==> src/lpm_irq_defs.vh <==
`ifndef LPM_IRQ_DEFS_VH
`define LPM_IRQ_DEFS_VH

// ----------------------------------------
// Register indices (byte address = 4 x index)
// ----------------------------------------
`define PWR_CTRL_IDX   10'h087
`define EXTCFG_IDX     10'h088
`define IRQ_EN_IDX     10'h0A8
`define PRIO_HI_IDX    10'h0B7
`define PRIO_LO_IDX    10'h0B8
`define STATUS_IDX     10'h0C0

// ----------------------------------------
// Field positions
// ----------------------------------------
`define PWR_IDLE_BIT   0
`define PWR_DOWN_BIT   1
`define EN_GLOBAL_BIT  7
`define EXT0_SRC       0
`define EXT1_SRC       2

// ----------------------------------------
// Reset values
// ----------------------------------------
`define PWR_CTRL_RST   2'h0
`define IRQ_EN_RST     8'h00
`define PRIO_RST       6'h00
`define EXTCFG_RST     2'h0

`endif

==> src/irq_arbiter.v <==
`timescale 1ns/1ps

module irq_arbiter #(
  parameter N = 6
) (
  input  wire [N-1:0] req,
  input  wire [N-1:0] lvl_upper,
  input  wire [N-1:0] lvl_lower,
  output reg          found,
  output reg  [2:0]   idx,
  output reg  [1:0]   level
);

  integer l;
  integer s;

  // ----------------------------------------
  // Later hits overwrite: highest level, then lowest index
  // ----------------------------------------
  always @* begin
    found = 1'b0;
    idx   = 3'h0;
    level = 2'h0;
    for (l = 0; l < 4; l = l + 1) begin
      for (s = N - 1; s >= 0; s = s - 1) begin
        if (req[s] && ({lvl_upper[s], lvl_lower[s]} == l[1:0])) begin
          found = 1'b1;
          idx   = s[2:0];
          level = l[1:0];
        end
      end
    end
  end

endmodule // irq_arbiter

==> src/ext_irq_detect.v <==
`timescale 1ns/1ps

module ext_irq_detect (
  input  wire core_clk,
  input  wire reset,
  input  wire pin_n,
  input  wire edge_mode,
  input  wire capture_en,
  input  wire clear,
  output wire req,
  output wire low,
  output wire rise
);

  reg pin_prev_reg;
  reg flag_reg;
  wire fall;
  wire flag_next;

  assign fall      = pin_prev_reg & ~pin_n;
  assign rise      = ~pin_prev_reg & pin_n;
  assign low       = ~pin_n;
  // Set beats clear so a fall in the ack cycle is kept
  assign flag_next = (fall & capture_en) | (flag_reg & ~clear);
  assign req       = flag_reg | (~edge_mode & ~pin_n);

  always @(posedge core_clk or posedge reset) begin
    if (reset) begin
      pin_prev_reg <= 1'b1;
      flag_reg     <= 1'b0;
    end else begin
      pin_prev_reg <= pin_n;
      flag_reg     <= flag_next;
    end
  end

endmodule // ext_irq_detect

==> src/lpm_irq_ctrl.v <==
// Overview of operation
// - Per-source enables plus one global gate
// - Two-bit level, upper and lower bits
// - Preempt only by strictly higher level
// - Higher level wins among simultaneous requests
// - Idle bit write enters idle afterwards
// - Idle stops CPU clock, peripherals run
// - Idle holds state, strobes driven high
// - Enabled interrupt clears idle and is served
// - Power-down stops oscillator, registers kept
// - Only reset or enabled external pins wake
// - Pin low restarts oscillator, release completes
// - Either pin restarts, first release completes
// - Resume after power-down entry instruction
// - Interrupt exit clears only power control bits
// - Both bits set follows power-down exit
// - Strobes high idle, low power-down; ports
// - Port 0 drives only zeros when held
// - Power control register bits, index 87h
`timescale 1ns/1ps
`include "lpm_irq_defs.vh"

module lpm_irq_ctrl (
  input  wire        core_clk,
  input  wire        reset,
  // AHB-Lite slave
  input  wire        hsel,
  input  wire [31:0] haddr,
  input  wire [1:0]  htrans,
  input  wire        hwrite,
  input  wire [2:0]  hsize,
  input  wire [31:0] hwdata,
  input  wire        hready,
  output wire        hreadyout,
  output wire        hresp,
  output reg  [31:0] hrdata,
  // Interrupt sources
  input  wire        ext_irq_zero,
  input  wire        ext_irq_one,
  input  wire [3:0]  periph_irq,
  // CPU side
  output reg         irq_valid,
  output reg  [2:0]  irq_vector,
  input  wire        irq_ack,
  input  wire        return_from_isr,
  output wire        cpu_clk_en,
  output wire        osc_run,
  // Pin side
  input  wire        ext_prog_mem,
  input  wire [7:0]  core_port0_out,
  input  wire [7:0]  core_port0_oe,
  input  wire [7:0]  core_port0_latch,
  input  wire [7:0]  core_port2_out,
  input  wire [7:0]  core_port2_latch,
  input  wire        core_addr_latch_strobe,
  input  wire        core_prog_store_strobe,
  output reg  [7:0]  port0_out,
  output reg  [7:0]  port0_oe,
  output reg  [7:0]  port2_out,
  output reg         addr_latch_strobe,
  output reg         prog_store_strobe
);

  localparam ST_RUN  = 2'd0;
  localparam ST_IDLE = 2'd1;
  localparam ST_DOWN = 2'd2;
  localparam ST_WAKE = 2'd3;

  // ----------------------------------------
  // Registers and state
  // ----------------------------------------
  reg [1:0] power_control_reg;
  reg [7:0] irq_en_reg;
  reg [5:0] priority_upper_bits;
  reg [5:0] priority_lower_bits;
  reg [1:0] ext_edge_reg;
  reg [1:0] state_reg;
  reg [1:0] state_next;
  reg [3:0] in_service_reg;
  reg [3:0] in_service_next;
  reg [1:0] vec_level_reg;
  reg [7:0] held_port2_reg;
  reg       wr_pend_reg;
  reg [9:0] wr_idx_reg;
  reg [1:0] pwr_hw_next;
  reg       cur_active;
  reg [1:0] cur_level;
  reg [31:0] rd_next;

  wire       ahb_take;
  wire       ack;
  wire       glob_en;
  wire       lowpower;
  wire [5:0] raw_req;
  wire [5:0] req_en;
  wire       arb_found;
  wire [2:0] arb_idx;
  wire [1:0] arb_level;
  wire       beats_cur;
  wire       valid_next;
  wire [1:0] x_req;
  wire [1:0] x_low;
  wire [1:0] x_rise;
  wire [1:0] x_en;
  wire [1:0] x_clear;
  wire [1:0] x_capture;
  wire       wake_low;
  wire       wake_rise;
  integer    k;

  assign hreadyout = 1'b1;
  assign hresp     = 1'b0;
  assign ahb_take  = hsel & hready & htrans[1];

  assign glob_en  = irq_en_reg[`EN_GLOBAL_BIT];
  assign lowpower = (state_reg != ST_RUN);
  assign ack      = irq_valid & irq_ack;

  // ----------------------------------------
  // External pins
  // ----------------------------------------
  assign x_en      = {irq_en_reg[`EXT1_SRC], irq_en_reg[`EXT0_SRC]} & {2{glob_en}};
  assign x_clear   = {ack & (irq_vector == `EXT1_SRC), ack & (irq_vector == `EXT0_SRC)};
  // Low-power fall is latched so a level pin is still served after release
  assign x_capture = ext_edge_reg | ({2{lowpower}} & x_en);

  ext_irq_detect u_ext0 (
    .core_clk   (core_clk),
    .reset      (reset),
    .pin_n      (ext_irq_zero),
    .edge_mode  (ext_edge_reg[0]),
    .capture_en (x_capture[0]),
    .clear      (x_clear[0]),
    .req        (x_req[0]),
    .low        (x_low[0]),
    .rise       (x_rise[0])
  );

  ext_irq_detect u_ext1 (
    .core_clk   (core_clk),
    .reset      (reset),
    .pin_n      (ext_irq_one),
    .edge_mode  (ext_edge_reg[1]),
    .capture_en (x_capture[1]),
    .clear      (x_clear[1]),
    .req        (x_req[1]),
    .low        (x_low[1]),
    .rise       (x_rise[1])
  );

  assign wake_low  = |(x_low & x_en);
  assign wake_rise = |(x_rise & x_en);

  // ----------------------------------------
  // Priority resolution
  // ----------------------------------------
  // Order: ext0, timer0, ext1, timer1, serial, timer2
  assign raw_req = {periph_irq[3], periph_irq[2], periph_irq[1],
                    x_req[1], periph_irq[0], x_req[0]};
  assign req_en  = raw_req & irq_en_reg[5:0] & {6{glob_en}};

  irq_arbiter #(.N(6)) u_arb (
    .req       (req_en),
    .lvl_upper (priority_upper_bits),
    .lvl_lower (priority_lower_bits),
    .found     (arb_found),
    .idx       (arb_idx),
    .level     (arb_level)
  );

  always @* begin
    cur_active = 1'b0;
    cur_level  = 2'h0;
    for (k = 0; k < 4; k = k + 1) begin
      if (in_service_reg[k]) begin
        cur_active = 1'b1;
        cur_level  = k[1:0];
      end
    end
  end

  // Level 3 can never be beaten, so it is never preempted
  assign beats_cur  = ~cur_active | (arb_level > cur_level);
  // Offer withdrawn for one cycle after an ack to let in-service settle
  assign valid_next = (state_reg == ST_RUN) & arb_found & beats_cur & ~ack;

  always @* begin
    in_service_next = in_service_reg;
    if (return_from_isr && cur_active) begin
      in_service_next[cur_level] = 1'b0;
    end
    if (ack) begin
      in_service_next[vec_level_reg] = 1'b1;
    end
  end

  always @(posedge core_clk or posedge reset) begin
    if (reset) begin
      irq_valid      <= 1'b0;
      irq_vector     <= 3'h0;
      vec_level_reg  <= 2'h0;
      in_service_reg <= 4'h0;
    end else begin
      irq_valid      <= valid_next;
      in_service_reg <= in_service_next;
      if (!irq_valid || ack) begin
        irq_vector    <= arb_idx;
        vec_level_reg <= arb_level;
      end
    end
  end

  // ----------------------------------------
  // Power mode sequencing
  // ----------------------------------------
  always @* begin
    state_next   = state_reg;
    pwr_hw_next  = power_control_reg;
    case (state_reg)
      ST_RUN: begin
        // Power-down takes precedence when both bits are set
        if (power_control_reg[`PWR_DOWN_BIT]) begin
          state_next = ST_DOWN;
        end else if (power_control_reg[`PWR_IDLE_BIT]) begin
          state_next = ST_IDLE;
        end
      end
      ST_IDLE: begin
        if (arb_found) begin
          pwr_hw_next[`PWR_IDLE_BIT] = 1'b0;
          state_next = ST_RUN;
        end
      end
      ST_DOWN: begin
        if (wake_low) begin
          state_next = ST_WAKE;
        end
      end
      ST_WAKE: begin
        if (wake_rise) begin
          pwr_hw_next  = 2'h0;
          state_next   = ST_RUN;
        end
      end
      default: begin
        state_next = ST_RUN;
      end
    endcase
  end

  always @(posedge core_clk or posedge reset) begin
    if (reset) begin
      state_reg <= ST_RUN;
    end else begin
      state_reg <= state_next;
    end
  end

  assign cpu_clk_en = (state_reg == ST_RUN);
  assign osc_run    = (state_reg != ST_DOWN);

  // ----------------------------------------
  // Register file, AHB-Lite data phase
  // ----------------------------------------
  always @(posedge core_clk or posedge reset) begin
    if (reset) begin
      wr_pend_reg <= 1'b0;
      wr_idx_reg  <= 10'h000;
    end else if (hready) begin
      wr_pend_reg <= ahb_take & hwrite;
      wr_idx_reg  <= haddr[11:2];
    end
  end

  // Interrupt exit only touches the power control bits; reset clears all
  always @(posedge core_clk or posedge reset) begin
    if (reset) begin
      power_control_reg   <= `PWR_CTRL_RST;
      irq_en_reg          <= `IRQ_EN_RST;
      priority_upper_bits <= `PRIO_RST;
      priority_lower_bits <= `PRIO_RST;
      ext_edge_reg        <= `EXTCFG_RST;
    end else begin
      power_control_reg <= pwr_hw_next;
      if (wr_pend_reg) begin
        case (wr_idx_reg)
          `PWR_CTRL_IDX: power_control_reg  <= hwdata[1:0];
          `IRQ_EN_IDX:  irq_en_reg          <= hwdata[7:0];
          `PRIO_HI_IDX: priority_upper_bits <= hwdata[5:0];
          `PRIO_LO_IDX: priority_lower_bits <= hwdata[5:0];
          `EXTCFG_IDX:  ext_edge_reg        <= hwdata[1:0];
          default: begin
          end
        endcase
      end
    end
  end

  always @* begin
    rd_next = 32'h0000_0000;
    case (haddr[11:2])
      `PWR_CTRL_IDX: rd_next[1:0] = power_control_reg;
      `IRQ_EN_IDX:  rd_next[7:0] = irq_en_reg;
      `PRIO_HI_IDX: rd_next[5:0] = priority_upper_bits;
      `PRIO_LO_IDX: rd_next[5:0] = priority_lower_bits;
      `EXTCFG_IDX:  rd_next[1:0] = ext_edge_reg;
      `STATUS_IDX:  rd_next[11:0] = {x_req, irq_vector, irq_valid,
                                     in_service_reg, state_reg};
      default:      rd_next = 32'h0000_0000;
    endcase
  end

  always @(posedge core_clk or posedge reset) begin
    if (reset) begin
      hrdata <= 32'h0000_0000;
    end else if (ahb_take && !hwrite) begin
      hrdata <= rd_next;
    end
  end

  // ----------------------------------------
  // Pin states in low-power modes
  // ----------------------------------------
  always @(posedge core_clk or posedge reset) begin
    if (reset) begin
      held_port2_reg    <= 8'hFF;
      port0_out         <= 8'h00;
      port0_oe          <= 8'h00;
      port2_out         <= 8'hFF;
      addr_latch_strobe <= 1'b1;
      prog_store_strobe <= 1'b1;
    end else if (!lowpower) begin
      held_port2_reg    <= core_port2_out;
      port0_out         <= core_port0_out;
      port0_oe          <= core_port0_oe;
      port2_out         <= core_port2_out;
      addr_latch_strobe <= core_addr_latch_strobe;
      prog_store_strobe <= core_prog_store_strobe;
    end else begin
      addr_latch_strobe <= (state_reg == ST_IDLE);
      prog_store_strobe <= (state_reg == ST_IDLE);
      port0_out         <= 8'h00;
      if (ext_prog_mem) begin
        port0_oe <= 8'h00;
      end else begin
        port0_oe <= ~core_port0_latch;
      end
      if (ext_prog_mem && (state_reg == ST_IDLE)) begin
        port2_out <= held_port2_reg;
      end else begin
        port2_out <= core_port2_latch;
      end
    end
  end

endmodule // lpm_irq_ctrl

==> config.mk <==
export PLATFORM = sky130hd
export DESIGN_NAME = lpm_irq_ctrl
export DESIGN_NICKNAME = d
export VERILOG_FILES = /design/src/irq_arbiter.v /design/src/ext_irq_detect.v /design/src/lpm_irq_ctrl.v
export VERILOG_INCLUDE_DIRS = /design/src
export SDC_FILE = /design/constraint.sdc
export NUM_CORES = 1
export LEC_CHECK = 0
export BUFFER_PORTS_ARGS = -buffer_cell sky130_fd_sc_hd__buf_2
export CORE_MARGIN = 2
export CORE_UTILIZATION = 45
export CTS_BUF_LIST = sky130_fd_sc_hd__clkbuf_4 sky130_fd_sc_hd__clkbuf_8
export DETAILED_ROUTE_END_ITERATION = 10
export GPL_ROUTABILITY_DRIVEN = 0
export HOLD_SLACK_MARGIN = 0.08
export PLACE_DENSITY = 0.78
export SETUP_SLACK_MARGIN = 0.5
export SLEW_MARGIN = 10
export SYNTH_ARGS = -nofsm -noshare
export SYNTH_HDL_FRONTEND = slang
export SYNTH_SLANG_ARGS = --single-unit
==> constraint.sdc <==
create_clock -name core_clk -period 3.6 [get_ports core_clk]
set_input_delay 0.72 -clock core_clk [delete_from_list [all_inputs] [get_ports core_clk]]
set_output_delay 0.72 -clock core_clk [all_outputs]
set_load 0.01 [all_outputs]
==> out/results.md, run 1 <==
| Result | This run |
|:---|:---|
| Hold bufs inserted after CTS | 0 |
| Remaining routing DRC violations | 0 |
| Outcome | finished, final reports clean |
| Flip-flop count of the largest register, all copies and words added | 12 |
| Max VDD drop | 367 uV |
| Number of global-route vias before repair | 4,173 |
| Post-CTS sizing | 0 |
| Hold violation total from the final report | 0 |
| Area of the multi-input gates | 2290 um2 |
| Share of async-settable or async-resettable flops after synthesis | 100% |
| Count of boundary I/O pins | 191 |
| Power density over the cells | 503 nW/um2 |
| Post-synth EDFFs | 0 |
| Storage element area | 2450 um2 |
| Synth unique cells | 73 |
| Layout area overhead | 16.2% |
| Starting DRC count in detailed routing | 325 |
| Sw frac | 32.0% |
| Ys Warns | 0 |
| Top-area cell type share of the netlist area | 38.4% |
| Total number of vias | 4,223 |
| Via count normalized by instance count | 5.62 |
| Slew of the pin with the lowest slew margin | 0.854 ns |
| H-tree Lvls | 3 |
| Total routing usage reported by global routing | 21.9% |
| Global-route wire length before repair | 20,400 um |
| Post-route clock period utilization | 74.0% |
| Area contributors post-synth | dfrtp_1, dfstp_2, nand2_1 |
| Post-Syn Area per Cell | 10.0 um2 |
| Kind of path behind the tightest hold check | flop to flop |
| CORE AREA | 10,800 um2 |
| Number of max-cap violations | 0 |
| Detailed placer's ending HPWL | 9390 um |
| Clk_skew | 0.00692 ns |
| Fraction of power consumed by combinational cells | 23.9% |
| CTS tree | yes |
| Final Net Count | 734 |
| Overall die height | 110 um |
| Post-DR wirelength/cell | 16.5 um |
| Worst Path Class, Setup | flop to flop |
| Placement Rows | 38 |
| Width of the die | 110 um |
| Post-Synthesis Cell Area | 5010 um2 |
| Most common cell after layout, fill and taps aside | buf_2 |
| Fin Setup TNS | 0 ns |
| Maximum net fanout on the critical path | 18 |
| NetSw | 940 uW |
| Length of the first detailed-routing pass in iterations | 5 |
| Clock root buffer | clkbuf_8 |
| Final count of negative-setup-slack endpoints | 0 |
| Core utilization of the finished layout | 53.8% |
| Fraction of final layout cells sized beyond drive strength 1 | 31.2% |
| P_int | 2.00 mW |
| Seq/Total Area, Yosys | 48.9% |
| Initial standard-cell utilization of the core | 46.3% |
| RSZ-0062 raised after global routing | no |
| Post-synthesis cell count | 499 |
| FF+latch count, synth | 97 |
| Required arrival time at the worst endpoint | 3.90 ns |
| Minimum period implied by the final worst setup slack | 2.66 ns |
| Share of power burned in the clock network | 25.5% |
| Yosys top cell by area | dfrtp_1 |
| Number of buffers added for setup after CTS | 0 |
| Clock slew at reported path FFs | 0.09 ns |
| Routed Antenna Nets | 0 |
| Worst endpoint data arrival time | 2.96 ns |
| Top flip-flop cell by instance count after synthesis | dfrtp_1 |
| Number of buffers added by the clock tree synthesis step | 9 |
| Number of inserted filler cells in the final layout | 991 |
| Buffer depth of the longest clock path | 2 |
| Clock tree sinks | 97 |
| Achievable Freq | 0.376 GHz |
| Worst slew margin relative to its limit | 43.0% |
| Number of buffer cells added on primary ports | 118 |
| Startpoint types | flop |
| Initial antenna violation count | 0 |
| Clock latency at the later pin of the worst-skew pair | 0.36 ns |
| Final number of max-transition violations | 0 |
| Leakage dissipation | 2.77 nW |
| N_diodes | 0 |
| Total Die Area | 12,000 um2 |
| Register share of total power | 50.6% |
| Maximum number of pins on one net before global-route repair | 41 |
| Setup crit end kind | flop |
| Top library cells by usage in the layout, fill and taps aside | buf_2, dfrtp_1, nand2_1, nor2_1, o22ai_1 |
| Total overflow reported by the global router | 0 |
| Detailed-route wire length | 12,400 um |
-- worst paths after layout --
check | startpoint | end | slack [ns] | depth (start not counted)
min reg2reg | held_port2_reg[1]$_DFFE_PP1P_ | held_port2_reg[1]$_DFFE_PP1P_ | 0.47 | 2
max reg2reg | irq_en_reg[7]$_DFFE_PP0P_ | irq_valid$_DFF_PP0_ | 0.94 | 7
min | held_port2_reg[1]$_DFFE_PP1P_ | held_port2_reg[1]$_DFFE_PP1P_ | 0.47 | 2
min in group asynchronous | reset | port0_out[7]$_DFF_PP0_ | 0.51 | 2
max | irq_en_reg[7]$_DFFE_PP0P_ | irq_valid$_DFF_PP0_ | 0.94 | 7
max in group asynchronous | reset | u_ext1.pin_prev_reg$_DFF_PP1_ | 2.20 | 3
-- Yosys cell counts, drive strengths merged (12+ instances only) --
master and n:
dfstp 20, o21ai 25, nor2 31, a21oi 21
mux2 24, buf 33, o31ai 14, o22ai 27
nand2 74, and2 12, inv 17, dfrtp 77
-- cell type report --
type	count	area share, %
Clock buffer	12	2.83
Inverter	18	1.22
Multi-Input combinational cell	360	39.3
Clock inverter	4	0.859
Sequential cell	97	42.1
Timing Repair Buffer	121	10.7
Tap cell	140	3.00
-- worst max-delay path: stages (launching register included) --
cell and delay, ns:
dfrtp_1 0.74, nand2_1 0.32, nor4b_2 0.46, nor4_1 0.14, o31a_1 0.29, ha_1 0.30, a21oi_1 0.15, o2111a_1 0.20
-- per-layer routing --
metal	wire [um]	track usage [%]	vias up
met3	761	4.27	19
met4	274	7.96	0
li1	-	-	1996
met1	5210	28.7	2034
met5	0	0	-
met2	6190	36.2	174
-- kinds of logic after synthesis --
kind of cell,count (synthesis),synth area share [%]
and+or+nand+nor,182,20.1
AOI/OAI and AO/OA,129,17.8
DFF,97,48.9
buffers and inverters,62,6.94
muxes,25,5.59
adders and majority gates,2,0.499
other,2,0.150
-- power groups by stage --
stage | Combinational, mW | Sequential, mW | Clock [mW]
2_1_floorplan | 0.472 | 1.48 | 0
3_3_place_gp | 0.681 | 1.49 | 0
3_5_place_dp | 0.703 | 1.50 | 0
4_1_cts | 0.707 | 1.49 | 0.772
5_1_grt | 0.789 | 1.51 | 0.823
6_report | 0.702 | 1.48 | 0.748
-- through the flow --
stage	hold WS [ns]	cells	power [mW]	instance area (um2)	setup slack [ns]
final	0.465	752	2.94	5830	0.937
after global routing	0.460	752	3.12	5830	0.743
after CTS	0.464	752	2.96	5830	0.993
after detailed placement	0.453	736	2.20	5610	0.921
after global placement	0.446	736	2.17	5610	0.947
after floorplan	0.439	519	1.95	5090	1.25
Note: power is estimated with default switching activity, not from simulation.
==> run 2: changes to the inputs <==
Settings changed: ABC_AREA set to 1, PLACE_DENSITY 0.78 to 0.79.
Clock period 3.6 ns to 2.6 ns, I/O delays scaled along.
==> run 2 against run 1 <==
Clock skew up 0.0068 ns. Clock power up 26%. Area after synthesis down 3.6%. First-iteration DRC count up 11%. Register-to-register slack worse by 0.60 ns. Clock-buffer cell count down 3. Global-route usage up 1.2 points. Combinational power up 100%. Fmax up 18%. Critical path type unchanged. Largest power group unchanged.
==> out/results.md, run 2 <==
| Result | This run | vs previous |
|:---|:---|:---|
| Overall die height | 108 um | -1.8% |
| Maximum net fanout on the critical path | 7 | -11 |
| Share of power burned in the clock network | 21.0% | -4.5 points |
| Synth unique cells | 38 | -48% |
| Startpoint types | flop |  |
| Slew of the pin with the lowest slew margin | 0.730 ns | -0.124 ns |
| Count of boundary I/O pins | 191 | unchanged |
| Power density over the cells | 736 nW/um2 | +46% |
| Final number of max-transition violations | 0 | unchanged |
| Hold violation total from the final report | 0 | unchanged |
| GRT met2 Usage | 37.6% | +1.4 points |
| Post-synth EDFFs | 0 | unchanged |
| Total Die Area | 11,600 um2 | -3.5% |
| Most common library cells after synthesis | nand2_1, inv_1, dfrtp_1 |  |
| Fraction of synthesized area in multiplexers | 1.89% | -3.7 points |
| Yosys top cell by area | dfrtp_1 |  |
| Synth Area in XOR/XNOR | 0% | unchanged |
| Maximum number of pins on one net before global-route repair | 37 | -9.8% |
| Number of buffer cells added on primary ports | 118 | unchanged |
| Dominant combinational cell family by area after synthesis | simple AND/OR/NAND/NOR gates |  |
| Post-route clock period utilization | 87.1% | +13 points |
| CORE AREA | 10,400 um2 | -4.3% |
| Register-to-register path setup slack | 0.34 ns | -0.60 ns |
| Clock latency at the later pin of the worst-skew pair | 0.37 ns | about the same |
| Top-area cell type share of the netlist area | 39.9% | +1.5 points |
| NetSw | 1.64 mW | +74% |
| Total overflow reported by the global router | 0 | unchanged |
| Post-Synthesis Cell Area | 4830 um2 | -3.6% |
| Post-DR wirelength/cell | 15.2 um | -8.0% |
| Initial antenna violation count | 0 | unchanged |
| Worst slew margin relative to its limit | 51.2% | +8.3 points |
| Number of max-cap violations | 0 | unchanged |
| Crit Reg-Reg Startpoint | irq_en_reg[7]$_DFFE_PP0P_ |  |
| Count leader, synth | nand2_1 |  |
| Achievable Freq | 0.442 GHz | +18% |
| Buffer depth of the longest clock path | 2 | unchanged |
| Top flip-flop cell by instance count after synthesis | dfrtp_1 |  |
| Remaining routing DRC violations | 0 | unchanged |
| Total number of vias | 4,598 | +8.9% |
| Detailed-route wire length | 13,200 um | +6.2% |
| Area contributors post-synth | dfrtp_1, nand2_1, dfstp_2 |  |
| Post-synthesis cell count | 589 | +18% |
| Ys Warns | 0 | unchanged |
| Share of async-settable or async-resettable flops after synthesis | 100% | unchanged |
| Minimum period implied by the final worst setup slack | 2.26 ns | -0.400 ns |
| Sw frac | 36.6% | +4.6 points |
| Final Net Count | 854 | +16% |
| Power Total | 4.48 mW | +53% |
| Crit path buf inv count | 4 | +4 |
| Clock tree sinks | 97 | unchanged |
| Post-synthesis adder-cell area fraction | 0.518% | +0.019 points |
| Fin Setup TNS | 0 ns | unchanged |
| Layout area overhead | 25.9% |  |
| Number of buffers added by the clock tree synthesis step | 9 | unchanged |
| N_diodes | 0 | unchanged |
| Seq/Total Area, Yosys | 50.8% | +1.8 points |
| Detailed placer's ending HPWL | 9460 um | +0.80% |
| Fraction of power consumed by combinational cells | 31.6% | +7.7 points |
| Top Usage Layer GRT | met2 |  |
| P_int | 2.84 mW | +42% |
| Starting DRC count in detailed routing | 360 | +11% |
| Flip-flop count of the largest register, all copies and words added | 12 | unchanged |
| Startpoint of the worst setup timing path | irq_en_reg[7]$_DFFE_PP0P_ |  |
| Crit-path slowest cell | dfrtp_2 |  |
| Leakage dissipation | 3.27 nW | +18% |
| Placement Rows | 37 | -2.6% |
| Most common cell after layout, fill and taps aside | nand2_1 |  |
| Top library cells by usage in the layout, fill and taps aside | nand2_1, buf_2, inv_1, dfrtp_1, o21ai_0 |  |
| Kind of path behind the tightest hold check | primary input to async pin |  |
| H-tree Lvls | 3 | unchanged |
| RSZ-0062 raised after global routing | yes |  |
| Post-synthesis compound-gate area fraction | 13.5% | -4.3 points |
| Met3 Use GR | 5.27% | +1.0 points |
| Worst Path Class, Setup | flop to flop |  |
| Endpoint of the worst register-to-register path | irq_valid$_DFF_PP0_ |  |
| Fraction of final layout cells sized beyond drive strength 1 | 32.7% | +1.4 points |
| Via count normalized by instance count | 5.30 | -5.7% |
| Hold bufs inserted after CTS | 0 | unchanged |
| Width of the die | 108 um | -1.8% |
| Max VDD drop | 632 uV | +72% |
| Met1 track demand over resource in global routing | 28.6% | -0.059 points |
| Capturing element of the worst setup path | irq_valid$_DFF_PP0_ |  |
| Global-route wire length before repair | 21,100 um | +3.3% |
| CTS tree | yes |  |
| Setup crit end kind | flop |  |
| Number of global-route vias before repair | 4,509 | +8.1% |
| Clock slew at reported path FFs | 0.10 ns | about the same |
| Total routing usage reported by global routing | 23.1% | +1.2 points |
| FF+latch count, synth | 97 | unchanged |
| Cell count of the worst reg-to-reg path | 15 | +8 |
| Post-Syn Area per Cell | 8.20 um2 | -18% |
| Largest stage delay on the critical path | 0.51 ns | -0.23 ns |
| Final count of negative-setup-slack endpoints | 0 | unchanged |
| Initial standard-cell utilization of the core | 46.6% | +0.34 points |
| Worst endpoint data arrival time | 2.52 ns | -0.44 ns |
| Critical path's top delay family | simple AND/OR/NAND/NOR gates |  |
| Critical Path Stages | 15 | +8 |
| Length of the first detailed-routing pass in iterations | 7 | +2 |
| Required arrival time at the worst endpoint | 2.86 ns | -1.04 ns |
| Routed Antenna Nets | 0 | unchanged |
| Clock root buffer | clkbuf_8 |  |
| Clk_skew | 0.0137 ns | +0.00678 ns |
| Post-synthesis simple-gate area fraction | 21.9% | +1.8 points |
| Cell-by-cell trace of the critical path | nand2_2, inv_2, nand2_2, inv_2, nand3_2, nand2_2, nor2_4, nand2_1, nor2_2, inv_2, ha_4, inv_2, nor2_2, o21ai_2, a2111oi_2 |  |
| Register share of total power | 47.3% | -3.3 points |
| Most common cell on crit path | inv_2 |  |
| Outcome | finished, final reports clean |  |
[run 2: cell count changes in the layout (fill, tap and decap cells not counted), sizes merged, moves of 7 or more]
cell    change
inv        +75
nand2      +72
o21ai      +34
mux2       -23
buf        +21
nand3      +21
o22ai      -18
nor2       +15
a21oi      -14
and2       -12
nand4b      -8
mux2i       +7
nor3        +7
[run 2: what timing repair did]
| action | CTS | global route |
|---|---|---|
| buffers inserted | 11 | 5 |
| pin swaps | 10 | 19 |
| gates resized for setup | 21 | 39 |
| endpoints found under the setup margin | 4 | 10 |
| endpoints found under the hold margin | 0 | 0 |
[run 2: worst min path at each step]
stage / startpoint / to
3_5_place_dp: held_port2_reg[6]$_DFFE_PP1P_ / held_port2_reg[6]$_DFFE_PP1P_
6_report: reset / wr_idx_reg[7]$_DFFE_PP0P_
3_3_place_gp: held_port2_reg[6]$_DFFE_PP1P_ / held_port2_reg[6]$_DFFE_PP1P_
4_1_cts: ext_irq_zero / u_ext0.pin_prev_reg$_DFF_PP1_
2_1_floorplan: held_port2_reg[5]$_DFFE_PP1P_ / held_port2_reg[5]$_DFFE_PP1P_
5_1_grt: ext_irq_one / u_ext1.pin_prev_reg$_DFF_PP1_
[run 2: per-layer routing]
metal  vias to the layer above  wire, um
met5                         -         0
met4                         0       434
met2                       248      6450
met1                      2144      5170
met3                        46      1160
li1                       2160         -
[run 2: cell families after synthesis]
family | count (synthesis)
flip-flops | 97
adder cells (fa/ha/maj) | 2
buffers and inverters | 123
AND/OR/NAND/NOR | 249
other | 2
AO/OA/AOI/OAI | 107
multiplexers | 9
[run 2: stage by stage]
step | util, % | setup WS (ns) | instances | hold WS, ns | area, um2
finish | 58.7 | 0.337 | 868 | 0.261 | 6080
global route | 58.7 | 0.206 | 868 | 0.277 | 6080
CTS | 56.8 | 0.377 | 863 | 0.260 | 5890
detailed placement | 53.5 | 0.138 | 836 | 0.454 | 5550
global placement | 53.5 | 0.151 | 836 | 0.450 | 5550
floorplan | - | 0.527 | 609 | 0.443 | 4920
[run 2: final cells by class]
class	instances	area (um2)
Multi-Input combinational cell	389	2140
Tap cell	136	170
Clock inverter	7	61.3
Clock buffer	9	124
Inverter	88	334
Fill cell	938	4290
Sequential cell	97	2450
Timing Repair Buffer	142	803
[run 2: power by group through the flow]
| stage | combinational (mW) | sequential [mW] | clock [mW] |
|---|---|---|---|
| after floorplan | 0.751 | 2.22 | 0 |
| after global placement | 1.27 | 2.13 | 0 |
| after detailed placement | 1.32 | 2.14 | 0 |
| after CTS | 1.36 | 2.12 | 0.970 |
| after global routing | 1.58 | 2.15 | 1.03 |
| final | 1.42 | 2.12 | 0.942 |
